===== src/design/pwm_fault_params.svh =====
// constants for the pwm fault, delay and fraction control block
// assumes byte-wide registers on a plain strobe port
`ifndef PWM_FAULT_PARAMS_SVH
`define PWM_FAULT_PARAMS_SVH
`define ADDR_INPUT_B_FAULT_MODE 8'h11
`define ADDR_FAULT_OVERRIDE_CTRL 8'h12
`define ADDR_DELAY_CTRL 8'h14
`define ADDR_DELAY_COUNT 8'h15
`define ADDR_FRACTION_CTRL 8'h18
`define ADDR_FRACTION_VALUE 8'h19
`define ADDR_DEBUG_HALT_CTRL 8'h1e
`define ADDR_EVENT_B_CTRL 8'h09
`define ADDR_FAULT_STATUS 8'h1f
`define REG_RESET 8'h00
`define MODE_LSB 0
`define MODE_MSB 3
`define OVR_EN_LSB 4
`define OVR_EN_MSB 7
`define OVR_LVL_LSB 0
`define OVR_LVL_MSB 3
`define DLY_SEL_LSB 0
`define DLY_SEL_MSB 1
`define DLY_TRIG_LSB 2
`define DLY_TRIG_MSB 3
`define DLY_DIV_LSB 4
`define DLY_DIV_MSB 5
`define RAMP_LSB 0
`define RAMP_MSB 1
`define FRAC_LSB 0
`define FRAC_MSB 3
`define BIT_DBG_RUN 0
`define BIT_HALT_FAULT 2
`define BIT_TRIG_EN 0
`define BIT_EDGE_SEL 4
`define BIT_SW_RELEASE 0
`endif


===== src/design/pwm_fault_pkg.sv =====
// types for the pwm fault, delay and fraction control block
// assumes pwm_fault_params.svh holds all numeric constants
package pwm_fault_pkg;
  typedef enum logic [10:0] {
    mode_none = 11'h001,
    mode_jump_opposite_and_hold = 11'h002,
    mode_run_opposite_and_hold = 11'h004,
    mode_run_opposite_during_fault = 11'h008,
    mode_stop_all_keep_period = 11'h010,
    mode_deadband_during_fault = 11'h020,
    mode_stop_all_next_and_hold = 11'h040,
    mode_stop_all_until_software = 11'h080,
    mode_edge_stop_next_cycle = 11'h100,
    mode_edge_stop_keep_period = 11'h200,
    mode_level_stop_keep_period = 11'h400
  } reaction_e;
  typedef enum logic [1:0] {
    dly_idle = 2'b01,
    dly_count = 2'b10
  } delay_state_e;
endpackage


===== src/design/pwm_fault_delay_fraction_ctrl.sv =====
// fault reaction, fault override, delay unit and fractional accumulator
// of a 12-bit pwm timer core; counter and compare logic sit outside and
// report cycle phase strobes; event and halt inputs are asynchronous.
// Function
// - mode 0x0: input B trigger leaves outputs untouched
// - mode 0x1: stop output, jump to opposite compare cycle, hold
// - mode 0x2: stop output, finish opposite compare cycle, hold
// - mode 0x3: stop output, run opposite cycle while fault active
// - mode 0x4: stop all outputs, counter keeps running
// - mode 0x5: stop all outputs, run dead-time while fault active
// - mode 0x6: stop all outputs, go to next compare cycle, hold
// - mode 0x7: stop all outputs until software releases them
// - mode 0x8: stop output on edge, jump to next compare cycle
// - mode 0x9: stop output on edge, period kept
// - mode 0xA: stop output while input at active level, period kept
// - override-enable bits 7:4 choose fault default per output
// - during fault an enabled stopped output takes its default level bit
// - delay divider codes 0..3 divide timebase by 1,2,4,8
// - delay start: compare A rise, A fall, B rise, cycle end
// - delay function: off, input blanking, output event, reserved
// - 8-bit delay length counted in prescaled timer cycles
// - ramp select picks which on-time or dead-time gets fraction
// - fraction added to 4-bit accumulator each cycle end while timer runs
// - fraction value double-buffered, loaded on update condition
// - halt-fault option raises fault and both trigger flags on halt
// - debug-run 0 halts timer and ignores events during break
// - trigger-enable bit gates the event as input B trigger
// - edge-select bit picks falling/low or rising/high activity
//
// Local design decision: strobed register access.
`timescale 1ns/1ps
`include "pwm_fault_params.svh"
module pwm_fault_delay_fraction_ctrl
  import pwm_fault_pkg::*;
#(
  parameter int unsigned OUTPUTS = 4,
  parameter int unsigned DELAY_BITS = 8
) (
  // clock and reset
  input wire logic clock,
  input wire logic rst_n,
  // register port
  input wire logic [7:0] reg_addr,
  input wire logic [7:0] reg_wdata,
  input wire logic reg_write,
  input wire logic reg_read,
  output logic [7:0] reg_rdata,
  // timer core phase strobes, same clock
  input wire logic compare_a_rise,
  input wire logic compare_a_fall,
  input wire logic compare_b_rise,
  input wire logic compare_b_fall_cycle_end,
  input wire logic update_strobe,
  input wire logic [OUTPUTS-1:0] waveform_raw,
  // asynchronous inputs
  input wire logic event_b_in,
  input wire logic cpu_halted,
  // sequencer requests towards the timer core
  output logic jump_opposite,
  output logic jump_next,
  output logic hold_cycle,
  output logic run_deadband,
  output logic timer_run,
  output logic trigger_a_flag_set,
  output logic trigger_b_flag_set,
  // delay unit results
  output logic input_blanking,
  output logic delayed_event,
  // fractional adjustment
  output logic [1:0] fraction_ramp_select,
  output logic fraction_step,
  // pins
  output logic [OUTPUTS-1:0] waveform_pin
);

  // synchronised reset
  logic rst_meta;
  logic rst_sync_n;
  always_ff @(posedge clock or negedge rst_n) begin
    if (!rst_n) begin
      rst_meta <= 1'b0;
      rst_sync_n <= 1'b0;
    end else begin
      rst_meta <= 1'b1;
      rst_sync_n <= rst_meta;
    end
  end

  // two-stage synchronisers for event and halt
  logic [1:0] async_meta;
  logic [1:0] async_sync;
  always_ff @(posedge clock or negedge rst_sync_n) begin
    if (!rst_sync_n) begin
      async_meta <= 2'b00;
      async_sync <= 2'b00;
    end else begin
      async_meta <= {cpu_halted, event_b_in};
      async_sync <= async_meta;
    end
  end

  // register file
  logic [7:0] input_b_fault_mode;
  logic [7:0] fault_override_ctrl;
  logic [7:0] delay_ctrl;
  logic [7:0] delay_count;
  logic [7:0] fraction_ctrl;
  logic [7:0] fraction_value;
  logic [7:0] fraction_active;
  logic [7:0] debug_halt_ctrl;
  logic [7:0] event_b_ctrl;
  wire wr_mode = reg_write && reg_addr == `ADDR_INPUT_B_FAULT_MODE;
  wire wr_ovr = reg_write && reg_addr == `ADDR_FAULT_OVERRIDE_CTRL;
  wire wr_dctl = reg_write && reg_addr == `ADDR_DELAY_CTRL;
  wire wr_dcnt = reg_write && reg_addr == `ADDR_DELAY_COUNT;
  wire wr_fctl = reg_write && reg_addr == `ADDR_FRACTION_CTRL;
  wire wr_fval = reg_write && reg_addr == `ADDR_FRACTION_VALUE;
  wire wr_dbg = reg_write && reg_addr == `ADDR_DEBUG_HALT_CTRL;
  wire wr_evt = reg_write && reg_addr == `ADDR_EVENT_B_CTRL;
  wire wr_stat = reg_write && reg_addr == `ADDR_FAULT_STATUS;
  // protection unlock is the caller's job; this port accepts every write
  always_ff @(posedge clock or negedge rst_sync_n) begin
    if (!rst_sync_n) begin
      input_b_fault_mode <= `REG_RESET;
      fault_override_ctrl <= `REG_RESET;
      delay_ctrl <= `REG_RESET;
      delay_count <= `REG_RESET;
      fraction_ctrl <= `REG_RESET;
      fraction_value <= `REG_RESET;
      debug_halt_ctrl <= `REG_RESET;
      event_b_ctrl <= `REG_RESET;
    end else begin
      if (wr_mode) input_b_fault_mode <= reg_wdata;
      if (wr_ovr) fault_override_ctrl <= reg_wdata;
      if (wr_dctl) delay_ctrl <= reg_wdata;
      if (wr_dcnt) delay_count <= reg_wdata;
      if (wr_fctl) fraction_ctrl <= reg_wdata;
      if (wr_fval) fraction_value <= reg_wdata;
      if (wr_dbg) debug_halt_ctrl <= reg_wdata;
      if (wr_evt) event_b_ctrl <= reg_wdata;
    end
  end

  // debug halt handling
  wire halted = async_sync[1];
  wire break_stop = halted && !debug_halt_ctrl[`BIT_DBG_RUN];
  assign timer_run = !break_stop;
  wire halt_fault = halted && debug_halt_ctrl[`BIT_HALT_FAULT];
  logic halt_fault_d;
  always_ff @(posedge clock or negedge rst_sync_n) begin
    if (!rst_sync_n) halt_fault_d <= 1'b0;
    else halt_fault_d <= halt_fault;
  end
  wire halt_fault_rise = halt_fault && !halt_fault_d;

  // event qualification: polarity, enable, blanking, break
  wire event_level = async_sync[0] ~^ event_b_ctrl[`BIT_EDGE_SEL];
  logic event_level_d;
  always_ff @(posedge clock or negedge rst_sync_n) begin
    if (!rst_sync_n) event_level_d <= 1'b0;
    else event_level_d <= event_level;
  end
  wire event_ok = event_b_ctrl[`BIT_TRIG_EN] && !input_blanking && !break_stop;
  wire trig_level = (event_ok && event_level) || halt_fault;
  wire trig_edge = (event_ok && event_level && !event_level_d) || halt_fault_rise;

  // mode decode
  reaction_e mode;
  always_comb begin
    unique case (input_b_fault_mode[`MODE_MSB:`MODE_LSB])
      4'h0: mode = mode_none;
      4'h1: mode = mode_jump_opposite_and_hold;
      4'h2: mode = mode_run_opposite_and_hold;
      4'h3: mode = mode_run_opposite_during_fault;
      4'h4: mode = mode_stop_all_keep_period;
      4'h5: mode = mode_deadband_during_fault;
      4'h6: mode = mode_stop_all_next_and_hold;
      4'h7: mode = mode_stop_all_until_software;
      4'h8: mode = mode_edge_stop_next_cycle;
      4'h9: mode = mode_edge_stop_keep_period;
      4'ha: mode = mode_level_stop_keep_period;
      default: mode = mode_none; // reserved codes act as none
    endcase
  end
  wire m_level = mode inside {mode_run_opposite_during_fault, mode_deadband_during_fault,
    mode_level_stop_keep_period};
  wire m_all = mode inside {mode_stop_all_keep_period, mode_deadband_during_fault,
    mode_stop_all_next_and_hold, mode_stop_all_until_software};
  wire m_sw = mode == mode_stop_all_until_software;
  wire m_hold = mode inside {mode_jump_opposite_and_hold, mode_run_opposite_and_hold,
    mode_stop_all_next_and_hold};
  wire m_cycle = mode inside {mode_stop_all_keep_period, mode_edge_stop_next_cycle,
    mode_edge_stop_keep_period};

  // fault latch: edge modes end at cycle end, hold modes wait for release
  logic fault_latched;
  wire sw_release = wr_stat && reg_wdata[`BIT_SW_RELEASE];
  wire latch_set = trig_edge && mode != mode_none && !m_level;
  wire latch_clr = (m_cycle && compare_b_fall_cycle_end && !trig_level) ||
    ((m_hold || m_sw) && sw_release && !trig_level) || mode == mode_none;
  always_ff @(posedge clock or negedge rst_sync_n) begin
    if (!rst_sync_n) fault_latched <= 1'b0;
    else if (latch_set) fault_latched <= 1'b1; // set wins over clear
    else if (latch_clr) fault_latched <= 1'b0;
  end
  wire fault_active = fault_latched || (m_level && trig_level);

  // sequencer requests
  assign jump_opposite = latch_set && mode == mode_jump_opposite_and_hold;
  assign hold_cycle = fault_latched && (m_hold || m_sw);
  assign run_deadband = fault_active && mode == mode_deadband_during_fault;
  assign jump_next = latch_set && (mode == mode_edge_stop_next_cycle ||
    mode == mode_stop_all_next_and_hold);
  assign trigger_a_flag_set = halt_fault_rise;
  assign trigger_b_flag_set = trig_edge;

  // stop mask: all outputs, or only the output of the running ramp
  logic ramp_b;
  always_ff @(posedge clock or negedge rst_sync_n) begin
    if (!rst_sync_n) ramp_b <= 1'b0;
    else if (compare_b_fall_cycle_end) ramp_b <= 1'b0;
    else if (compare_a_fall) ramp_b <= 1'b1;
  end
  // opposite-cycle modes stop only the affected output, others run on
  wire [OUTPUTS-1:0] affected = m_all ? {OUTPUTS{1'b1}} :
    (ramp_b ? OUTPUTS'(2) : OUTPUTS'(1));

  // per-output override and pin register
  wire [3:0] ovr_en = fault_override_ctrl[`OVR_EN_MSB:`OVR_EN_LSB];
  wire [3:0] ovr_lvl = fault_override_ctrl[`OVR_LVL_MSB:`OVR_LVL_LSB];
  logic [OUTPUTS-1:0] next_pin;
  always_comb begin
    for (int i = 0; i < OUTPUTS; i++) begin
      if (fault_active && affected[i]) begin
        next_pin[i] = ovr_en[i] ? ovr_lvl[i] : 1'b0;
      end else begin
        next_pin[i] = waveform_raw[i];
      end
    end
  end
  always_ff @(posedge clock or negedge rst_sync_n) begin
    if (!rst_sync_n) waveform_pin <= '0;
    else waveform_pin <= next_pin;
  end

  // delay start and prescaler
  wire [1:0] dly_sel = delay_ctrl[`DLY_SEL_MSB:`DLY_SEL_LSB];
  wire [1:0] dly_trig = delay_ctrl[`DLY_TRIG_MSB:`DLY_TRIG_LSB];
  wire [1:0] dly_div = delay_ctrl[`DLY_DIV_MSB:`DLY_DIV_LSB];
  wire [3:0] start_srcs = {compare_b_fall_cycle_end, compare_b_rise,
    compare_a_fall, compare_a_rise};
  wire dly_on = dly_sel == 2'h1 || dly_sel == 2'h2;
  wire dly_start = dly_on && timer_run && start_srcs[dly_trig];
  logic [2:0] presc;
  wire [2:0] presc_mask = 3'((4'h1 << dly_div) - 4'h1);
  wire presc_tick = (presc & presc_mask) == presc_mask;
  delay_state_e dly_state;
  logic [DELAY_BITS-1:0] dly_left;
  // a break freezes the count, so no repeated done pulse while halted
  wire dly_done = dly_state == dly_count && timer_run && presc_tick && dly_left == '0;
  // a restart reloads the count so a fresh trigger always gives full length
  always_ff @(posedge clock or negedge rst_sync_n) begin
    if (!rst_sync_n) begin
      dly_state <= dly_idle;
      dly_left <= '0;
      presc <= 3'h0;
    end else if (!dly_on) begin
      dly_state <= dly_idle;
    end else if (dly_start) begin
      dly_state <= dly_count;
      dly_left <= DELAY_BITS'(delay_count);
      presc <= 3'h0;
    end else if (dly_state == dly_count && timer_run) begin
      presc <= presc + 3'h1;
      if (presc_tick) begin
        if (dly_left == '0) dly_state <= dly_idle;
        else dly_left <= dly_left - 1'b1;
      end
    end
  end
  assign input_blanking = dly_state == dly_count && dly_sel == 2'h1;
  logic delayed_event_q;
  always_ff @(posedge clock or negedge rst_sync_n) begin
    if (!rst_sync_n) delayed_event_q <= 1'b0;
    else delayed_event_q <= dly_done && dly_sel == 2'h2;
  end
  assign delayed_event = delayed_event_q;

  // fractional accumulator with buffered value
  logic [3:0] frac_acc;
  logic step_q;
  wire [4:0] frac_sum = {1'b0, frac_acc} + {1'b0, fraction_active[`FRAC_MSB:`FRAC_LSB]};
  always_ff @(posedge clock or negedge rst_sync_n) begin
    if (!rst_sync_n) begin
      fraction_active <= `REG_RESET;
      frac_acc <= 4'h0;
      step_q <= 1'b0;
    end else begin
      if (update_strobe) fraction_active <= fraction_value;
      step_q <= 1'b0;
      if (compare_b_fall_cycle_end && timer_run) begin
        frac_acc <= frac_sum[3:0];
        step_q <= frac_sum[4];
      end
    end
  end
  assign fraction_step = step_q;
  assign fraction_ramp_select = fraction_ctrl[`RAMP_MSB:`RAMP_LSB];

  // read mux, data one cycle after the strobe
  logic [7:0] rd_mux;
  always_comb begin
    unique case (reg_addr)
      `ADDR_INPUT_B_FAULT_MODE: rd_mux = input_b_fault_mode;
      `ADDR_FAULT_OVERRIDE_CTRL: rd_mux = fault_override_ctrl;
      `ADDR_DELAY_CTRL: rd_mux = {2'b00, delay_ctrl[5:0]};
      `ADDR_DELAY_COUNT: rd_mux = delay_count;
      `ADDR_FRACTION_CTRL: rd_mux = {6'h00, fraction_ctrl[1:0]};
      `ADDR_FRACTION_VALUE: rd_mux = {4'h0, fraction_value[3:0]};
      `ADDR_DEBUG_HALT_CTRL: rd_mux = {5'h00, debug_halt_ctrl[2], 1'b0, debug_halt_ctrl[0]};
      `ADDR_EVENT_B_CTRL: rd_mux = {3'h0, event_b_ctrl[4], 3'h0, event_b_ctrl[0]};
      `ADDR_FAULT_STATUS: rd_mux = {4'h0, frac_acc[1:0], fault_active, fault_latched};
      default: rd_mux = 8'h00;
    endcase
  end
  always_ff @(posedge clock or negedge rst_sync_n) begin
    if (!rst_sync_n) reg_rdata <= 8'h00;
    else if (reg_read) reg_rdata <= rd_mux;
    else reg_rdata <= 8'h00;
  end

endmodule


===== config.mk =====
export PLATFORM = sky130hd
export DESIGN_NAME = pwm_fault_delay_fraction_ctrl
export DESIGN_NICKNAME = d
export VERILOG_FILES = /design/src/design/pwm_fault_pkg.sv /design/src/design/pwm_fault_delay_fraction_ctrl.sv
export VERILOG_INCLUDE_DIRS = /design/src /design/src/design
export SDC_FILE = /design/constraint.sdc
export NUM_CORES = 1
export LEC_CHECK = 0
export BUFFER_PORTS_ARGS = -buffer_cell sky130_fd_sc_hd__buf_2
export CAP_MARGIN = 20
export CORE_ASPECT_RATIO = 0.75
export CORE_MARGIN = 3
export CORE_UTILIZATION = 30
export DETAILED_ROUTE_END_ITERATION = 8
export HOLD_SLACK_MARGIN = 0.06
export SLEW_MARGIN = 20
export SYNTH_ARGS = -nofsm -noshare
export SYNTH_HDL_FRONTEND = slang
export SYNTH_SLANG_ARGS = --single-unit

===== constraint.sdc =====
create_clock -name clock -period 5.7 [get_ports clock]
set_input_delay 0.57 -clock clock [delete_from_list [all_inputs] [get_ports clock]]
set_output_delay 0.57 -clock clock [all_outputs]
set_load 0.05 [all_outputs]

==> results_dict.tcl, run 1 <==
set metrics [dict create \
    grt_pass1_vias 3208 \
    cts.path.max_buffers 2 \
    intPower_w 0.00101 \
    final_common_cell "dfrtp_1" \
    synth_ff_type "dfrtp_1" \
    async_flop_share 1.00 \
    syn_area_per_cell_um2 11.2 \
    ctsRootBufferMaster "clkbuf_16" \
    finClkSkew_ns 0.00926 \
    ant_nets 0 \
    ys_seq_elements 85 \
    port_buffers 54 \
    crit_required_ns 5.13 \
    ir_worst_vdd_mv 0.126 \
    areaGrowthSynthToFinish_pct 16.9 \
    dr_total_vias 3251 \
    final_cell_mix "83 x dfrtp_1, 54 x buf_2, 47 x mux2_2, 27 x nand2_1, 22 x nor2_1" \
    seq_power_share 0.504 \
    yosys.area.top_type "dfrtp_1" \
    num-nets-final 474 \
    fin_util 0.363 \
    path_clk_slew_ns 0.06 \
    drcViolationCount 0 \
    num_io_pins 55 \
    drtPass1Iterations 6 \
    timing.critical_path.arrival_ns 2.50 \
    netSwitchingFraction 0.264 \
    crit_type "reg2out" \
    antenna_found_initial 1 \
    crit_fanout 9 \
    synth_edf_count 0 \
    die_height_um 110 \
    layout_min_cycle_time_ns 3.07 \
    drive_above_1_share 0.301 \
    synthesis.nets 423 \
    cp-start-kind "flop" \
    globalRouteMet2Util 0.213 \
    wirelength_mm 11.0 \
    gp_congestion 0.914 \
    ys_warn_count 0 \
    vias_per_cell 5.30 \
    max_freq_ghz 0.326 \
    antenna_cells 0 \
    synth_top_cell_area_share 0.489 \
    rsz0062_at_grt "false" \
    row_count 37 \
    cap_violations 0 \
    globalRouteMet1Util 0.209 \
    clk_latency_ns 0.34 \
    cts_buffers 9 \
    grtUsageTotal 0.146 \
    grt-ovfl-total 0 \
    hold_viol 0 \
    relSlewSlack 0.393 \
    die_w_um 144 \
    synth_area_leaders "dfrtp_1 49%, mux2_2 12%, ha_1 2.6%" \
    status "finished clean" \
    setup_viol 0 \
    grt_use_met3 0.0496 \
    dieArea_mm2 0.0158 \
    power_leakage_nw 2.29 \
    synth_area_mm2 0.00430 \
    hold_path_class "reg2async" \
    syn_inst 382 \
    dp_hpwl_mm 8.32 \
    core_area_mm2 0.0138 \
    fin_tns_setup_ns 0 \
    grt_pass1_wl_mm 17.5 \
    power_density_mw_per_mm2 273 \
    p_comb_frac 0.112 \
    htreeDepth 3 \
    start_util 0.310 \
    tightest_slew_ns 0.909 \
    slew_violations 0 \
    clock-sinks 85 \
    clkPwrFrac 0.384 \
    yosysUniqueCellTypes 60 \
    cts_tree "built" \
    busiest_layer "met2" \
    grt_max_degree 84 \
    drtIter0Drc 255 \
    yosysSeqAreaShare 0.495 \
    critPathCaptureType "primary output" \
    period_share 0.538 \
    wl_per_cell_um 17.9 \
    p_sw_w 0.000362 \
]
## per-layer routing
layer / wire [um] / share of wire
met1: 5220 / 0.48
met2: 4780 / 0.44
met3: 822 / 0.075
met4: 138 / 0.013
met5: 13 / 0.0012
## cell families (layout without fill, tap and decap cells)
logic type,after synthesis,after routing,synth area share
AOI/OAI and AO/OA,69,69,0.111
xor gates and xnor gates,12,12,0.0245
adders and majority gates,10,10,0.0309
buffers and inverters,32,88,0.0303
DFF,85,85,0.495
muxes,52,52,0.138
other,1,1,0.000873
and+or+nand+nor,121,121,0.169
## synthesized netlist by cell type, types with 2 or more instances
cell / number
or3_1: 3
and2_1: 2
a221o_1: 2
o31ai_1: 4
nor3_1: 7
a22oi_1: 6
nor3_4: 3
xor2_1: 7
nand3_1: 7
a21o_1: 4
and3_1: 3
nor2_1: 22
mux2i_1: 4
nor2b_1: 10
nand2_1: 27
nand2b_1: 5
a31oi_1: 4
buf_2: 8
nand3_4: 3
o21ai_0: 17
dfrtp_1: 84
nor4_1: 5
clkbuf_1: 7
a32oi_1: 3
nor3b_1: 4
mux2_2: 47
inv_1: 16
nor4b_1: 2
ha_1: 9
a21oi_1: 12
a22o_1: 4
or4_1: 2
xnor2_1: 5
nand4_1: 5
a221oi_1: 3
o31a_1: 2
## cell type report
| cell class | instances | area (um^2) |
|---|---|---|
| fillers | 1373 | 8820 |
| repair buffers | 56 | 300 |
| clock inverters | 4 | 26.3 |
| inverters | 16 | 60.1 |
| well taps | 175 | 219 |
| multi-input cells | 265 | 2050 |
| flip-flops and latches | 85 | 2130 |
| clock buffers | 12 | 236 |
## flip-flops by register name, summed over array words and instances (netlist names), 3 cells and up
register             count
dly_left                 8
fraction_active          4
delay_ctrl               6
input_b_fault_mode       8
waveform_pin             4
fault_override_ctrl      8
presc                    3
reg_rdata                8
frac_acc                 4
delay_count              8
fraction_value           4
## through the flow
stage | setup WS, ns | instance area [um^2] | power (W) | hold WS, ns | std cells
detailed placement | 2.96 | 4730 | 0.000854 | 0.338 | 595
floorplan | 2.07 | 4300 | 0.000797 | 0.274 | 382
global route | 2.51 | 5020 | 0.00144 | 0.327 | 613
finish | 2.63 | 5020 | 0.00137 | 0.323 | 613
global placement | 3.12 | 4720 | 0.000844 | 0.333 | 595
CTS | 2.62 | 5000 | 0.00138 | 0.322 | 612
## worst max-delay path: stages, from the launching register on
cell	delay, ns
dfrtp_1	0.39
inv_1	0.07
ha_1	0.18
and3b_1	0.19
nand4bb_1	0.32
a22o_1	0.37
nor4_1	0.31
buf_2	0.33
## final timing paths
kind / start / end / slack (ns) / cells after the start
max in group asynchronous: rst_sync_n / dly_state[0] / 4.70 / 1
min reg2reg: rst_sync_n / dly_left[1] / 0.32 / 0
min in group clock: event_b_in / async_meta[0] / 0.34 / 1
max: delay_ctrl[1] / run_deadband / 2.63 / 7
max reg2reg: dly_left[4] / dly_left[1] / 3.37 / 5
min: rst_sync_n / dly_left[1] / 0.32 / 0
## power groups by stage
stage	Combinational [W]	Sequential (W)	Clock, W
detailed placement	0.000146	0.000707	0
finish	0.000153	0.000691	0.000526
global route	0.000173	0.000698	0.000564
CTS	0.000147	0.000696	0.000540
global placement	0.000140	0.000704	0
floorplan	0.000102	0.000695	0
## what timing repair did
item / CTS / global route
setup buffers: 0 / 0
hold buffers: 1 / 0
hold endpoints to repair: 2 / 0
endpoints found under the setup margin: 0 / 0
gates resized for setup: 0 / 0
Power figures use the tool's default switching activity.
==> run 2: changes to the inputs <==
==> constraint.sdc (replaced) <==
create_clock -name clock -period 2.9 [get_ports clock]
set_input_delay 0.29 -clock clock [delete_from_list [all_inputs] [get_ports clock]]
set_output_delay 0.29 -clock clock [all_outputs]
set_load 0.05 [all_outputs]
==> results_dict.tcl, run 2 (synthesis results as in run 1) <==
set metrics [dict create \
    power_leakage_nw 2.34 \
    drive_above_1_share 0.318 \
    clock-sinks 85 \
    crit_required_ns 2.61 \
    r2r_start "delay_ctrl[0]" \
    fin_tns_setup_ns 0 \
    gp_congestion 0.856 \
    critPathCaptureType "primary output" \
    wl_per_cell_um 18.0 \
    tightest_slew_ns 0.710 \
    vias_per_cell 5.21 \
    layout_min_cycle_time_ns 2.65 \
    dieArea_mm2 0.0158 \
    row_count 37 \
    hold_viol 0 \
    slew_violations 0 \
    drtPass1Iterations 5 \
    core_area_mm2 0.0138 \
    relSlewSlack 0.526 \
    hold_path_depth 2 \
    final_common_cell "dfrtp_1" \
    drcViolationCount 0 \
    finClkSkew_ns 0.00682 \
    num_io_pins 55 \
    cap_violations 0 \
    crit_type "reg2out" \
    ctsRootBufferMaster "clkbuf_16" \
    hold_path_class "in2reg" \
    status "finished clean" \
    crit_fanout 9 \
    grt-ovfl-total 0 \
    htreeDepth 3 \
    num-nets-final 480 \
    die_w_um 144 \
    cp-start-kind "flop" \
    timing.critical_path.arrival_ns 2.36 \
    ir_worst_vdd_mv 0.274 \
    cp-startpoint "delay_ctrl[0]" \
    final_design_area_no_fill_mm2 0.00514 \
    placed_cell_area_mm2 0.00477 \
    dp_hpwl_mm 8.21 \
    clk_latency_ns 0.34 \
    grt_pass1_wl_mm 17.6 \
    areaGrowthSynthToFinish_pct 19.6 \
    ant_nets 0 \
    grt_max_degree 84 \
    dr_total_vias 3225 \
    wirelength_mm 11.1 \
    max_freq_ghz 0.377 \
    die_height_um 110 \
    antenna_found_initial 0 \
    port_buffers 54 \
    path_clk_slew_ns 0.06 \
    period_share 0.915 \
    power_density_mw_per_mm2 563 \
    cts_tree "built" \
    setup_viol 0 \
    cts_buffers 9 \
    start_util 0.310 \
    grt_pass1_vias 3162 \
    ff2ff_path_depth 6 \
    worstHoldStart "compare_b_fall_cycle_end" \
    antenna_cells 0 \
    final_cell_mix "83 x dfrtp_1, 54 x buf_2, 47 x mux2_2, 27 x nand2_1, 22 x nor2_1" \
    grtUsageTotal 0.147 \
    drtIter0Drc 234 \
    cts.path.max_buffers 2 \
    rsz0062_at_grt "false" \
]
==> run 2: cell type report <==
cell class | count | area (um^2)
Tap cell | 175 | 219
Fill cell | 1328 | 8700
Clock buffer | 12 | 267
Inverter | 16 | 60.1
Clock inverter | 4 | 55.1
Timing Repair Buffer | 62 | 350
Multi-Input combinational cell | 265 | 2050
Sequential cell | 85 | 2130
==> run 2: stage by stage <==
step / hold slack, ns / utilization / power [W] / cells / worst slack [ns]
after CTS: 0.186 / 0.370 / 0.00291 / 618 / 0.257
after global routing: 0.192 / 0.371 / 0.00301 / 619 / 0.145
after floorplan: -0.00559 / - / 0.00157 / 382 / 0.00904
after detailed placement: 0.0791 / 0.344 / 0.00168 / 599 / 0.636
final: 0.183 / 0.371 / 0.00289 / 619 / 0.248
after global placement: 0.0772 / 0.344 / 0.00167 / 599 / 0.658
==> run 2: worst paths after layout <==
kind / end / slack [ns]
setup / recovery: run_deadband / 0.25
hold / removal: ramp_b / 0.18
setup reg to reg: dly_left[5] / 0.76
hold reg to reg: dly_left[4] / 0.32
max in group asynchronous: dly_state[0] / 1.92
min in group asynchronous: rst_sync_n / 0.25
==> run 2: routing by layer <==
metal / vias up / global-route usage / share of wire
li1: 1512 / - / -
met1: 1617 / 0.219 / 0.49
met2: 83 / 0.211 / 0.44
met3: 13 / 0.0443 / 0.060
met4: 0 / 0.0313 / 0.010
met5: - / 0 / 0
==> run 2: where the power goes <==
part           leakage [nW]  internal (W)  switching, W
Sequential             1.12       0.00127     0.0000899
Combinational          1.07      0.000138      0.000173
Clock                 0.155      0.000741      0.000483
Total                  2.34       0.00215      0.000745
==> run 2: worst max-delay path, stage by stage, from the launching register on <==
cell and delay, ns:
dfrtp_1 0.41, ha_1 0.20, and3b_1 0.18, nand4bb_1 0.32, a22o_1 0.39, nor4_2 0.22, buf_2 0.30
==> run 2: what timing repair did <==
item                      4_1_cts  5_1_grt
hold buffers                    3        0
resized for setup               0        0
hold endpoints to repair        4        0
setup buffers                   0        0
==> run 3: changes to the inputs <==
--- a/config.mk
+++ b/config.mk
@@ -10,9 +10,10 @@
 export CAP_MARGIN = 20
 export CORE_ASPECT_RATIO = 0.75
 export CORE_MARGIN = 3
-export CORE_UTILIZATION = 30
+export CORE_UTILIZATION = 50
 export DETAILED_ROUTE_END_ITERATION = 8
 export HOLD_SLACK_MARGIN = 0.06
+export PLACE_DENSITY = 0.7
 export SLEW_MARGIN = 20
 export SYNTH_ARGS = -nofsm -noshare
 export SYNTH_HDL_FRONTEND = slang
==> results_dict.tcl, run 3 (synthesis results as in run 1) <==
set metrics [dict create \
    grtUsageTotal 0.231 \
    ctsRootBufferMaster "clkbuf_16" \
    grt_pass1_wl_mm 17.3 \
    cts.path.max_buffers 2 \
    timing.critical_path.arrival_ns 2.33 \
    layout_min_cycle_time_ns 2.62 \
    die_w_um 113 \
    grt_max_degree 84 \
    relSlewSlack 0.468 \
    clock-sinks 85 \
    drtIter0Drc 344 \
    wl_per_cell_um 18.8 \
    rsz0062_at_grt "false" \
    final_cell_mix "83 x dfrtp_1, 54 x buf_2, 47 x mux2_2, 27 x nand2_1, 22 x nor2_1" \
    status "finished clean" \
    max_stage_delay_ns 0.67 \
    cts_setup_buffers 0 \
    dp_hpwl_mm 7.70 \
    fin_tns_setup_ns 0 \
    clk_latency_ns 0.34 \
    start_util 0.528 \
    antenna_found_initial 0 \
    cp_cell_sequence "nor3b_1, a21oi_1, a22o_1, nor4_2, buf_2" \
    grt-ovfl-total 0 \
    ant_nets 0 \
    hold_viol 0 \
    cts_buffers 9 \
    path_clk_slew_ns 0.06 \
    row_count 28 \
    crit_type "reg2out" \
    antenna_cells 0 \
    drtPass1Iterations 5 \
    cts_tree "built" \
    vias_per_cell 6.06 \
    tightest_slew_ns 0.798 \
    core_area_mm2 0.00813 \
    htreeDepth 3 \
    cp.depth 5 \
    dieArea_mm2 0.00975 \
    areaGrowthSynthToFinish_pct 17.2 \
    hold_path_class "in2reg" \
    port_buffers 54 \
    crit_family "flip-flops" \
    slew_violations 0 \
    p_total_w 0.00282 \
    drcViolationCount 0 \
    max_freq_ghz 0.381 \
    worst-path-buf-inv 1 \
    whs_ns 0.154 \
    crit_required_ns 2.61 \
    power_leakage_nw 2.34 \
    cp-start-kind "flop" \
    critPathCaptureType "primary output" \
    final_common_cell "dfrtp_1" \
    wirelength_mm 10.3 \
    cap_violations 0 \
    setup_viol 0 \
    grt_pass1_vias 3214 \
    period_share 0.904 \
    num-nets-final 480 \
    dr_total_vias 3327 \
    finClkSkew_ns 0.00657 \
    die_height_um 86.3 \
    ff2ff_path_depth 6 \
    crit_fanout 16 \
    drive_above_1_share 0.313 \
    hold_path_depth 2 \
    power_density_mw_per_mm2 560 \
    gp_congestion 0.916 \
    num_io_pins 55 \
    cp_slowest_cell "dfrtp_1" \
    ir_worst_vdd_mv 0.492 \
]
run 3: cell types whose count changed in the layout (fill, tap and decap cells not counted), sizes merged:
cell / previous run / this run
clkinv: 2 / 1
inv: 16 / 17
run 3: per-stage QoR:
step	std cells	area [um^2]	setup slack (ns)	utilization
floorplan	382	4310	0.00904	-
global placement	529	4680	0.693	0.576
detailed placement	529	4680	0.634	0.576
CTS	548	5010	0.257	0.616
global route	549	5040	0.00107	0.620
finish	549	5040	0.278	0.620
run 3: metal layers:
layer / up-vias / GRT usage / wire, um
li1: 1513 / - / -
met1: 1647 / 0.345 / 4820
met2: 143 / 0.322 / 4420
met3: 24 / 0.0726 / 937
met4: 0 / 0.0677 / 170
met5: - / 0 / 0
run 3: worst paths after layout:
path | from | to | slack, ns
max | input_b_fault_mode[1] | run_deadband | 0.28
min | compare_b_fall_cycle_end | ramp_b | 0.15
max reg2reg | delay_ctrl[0] | dly_left[5] | 0.77
min reg2reg | rst_sync_n | presc[0] | 0.32
max in group asynchronous | rst_sync_n | dly_state[0] | 1.90
min in group asynchronous | rst_n | rst_sync_n | 0.26
run 3: cell type report:
class / count / area [um^2]
clock buffer: 12 / 246
clock inverter: 4 / 55.1
fill: 655 / 3090
inverter: 16 / 60.1
multi-input combinational: 265 / 2060
sequential: 85 / 2130
tap: 105 / 131
timing repair buffer: 62 / 350
run 3: timing repair:
action                                 CTS  global route
hold buffers                             3             0
endpoints found under the hold margin    4             0
resized for setup                        0             0
run 3: where the power goes:
part | total (W) | switching (W) | internal [W]
combinational | 0.000307 | 0.000169 | 0.000138
sequential | 0.00136 | 0.0000905 | 0.00127
clock | 0.00116 | 0.000460 | 0.000696
total | 0.00282 | 0.000720 | 0.00210
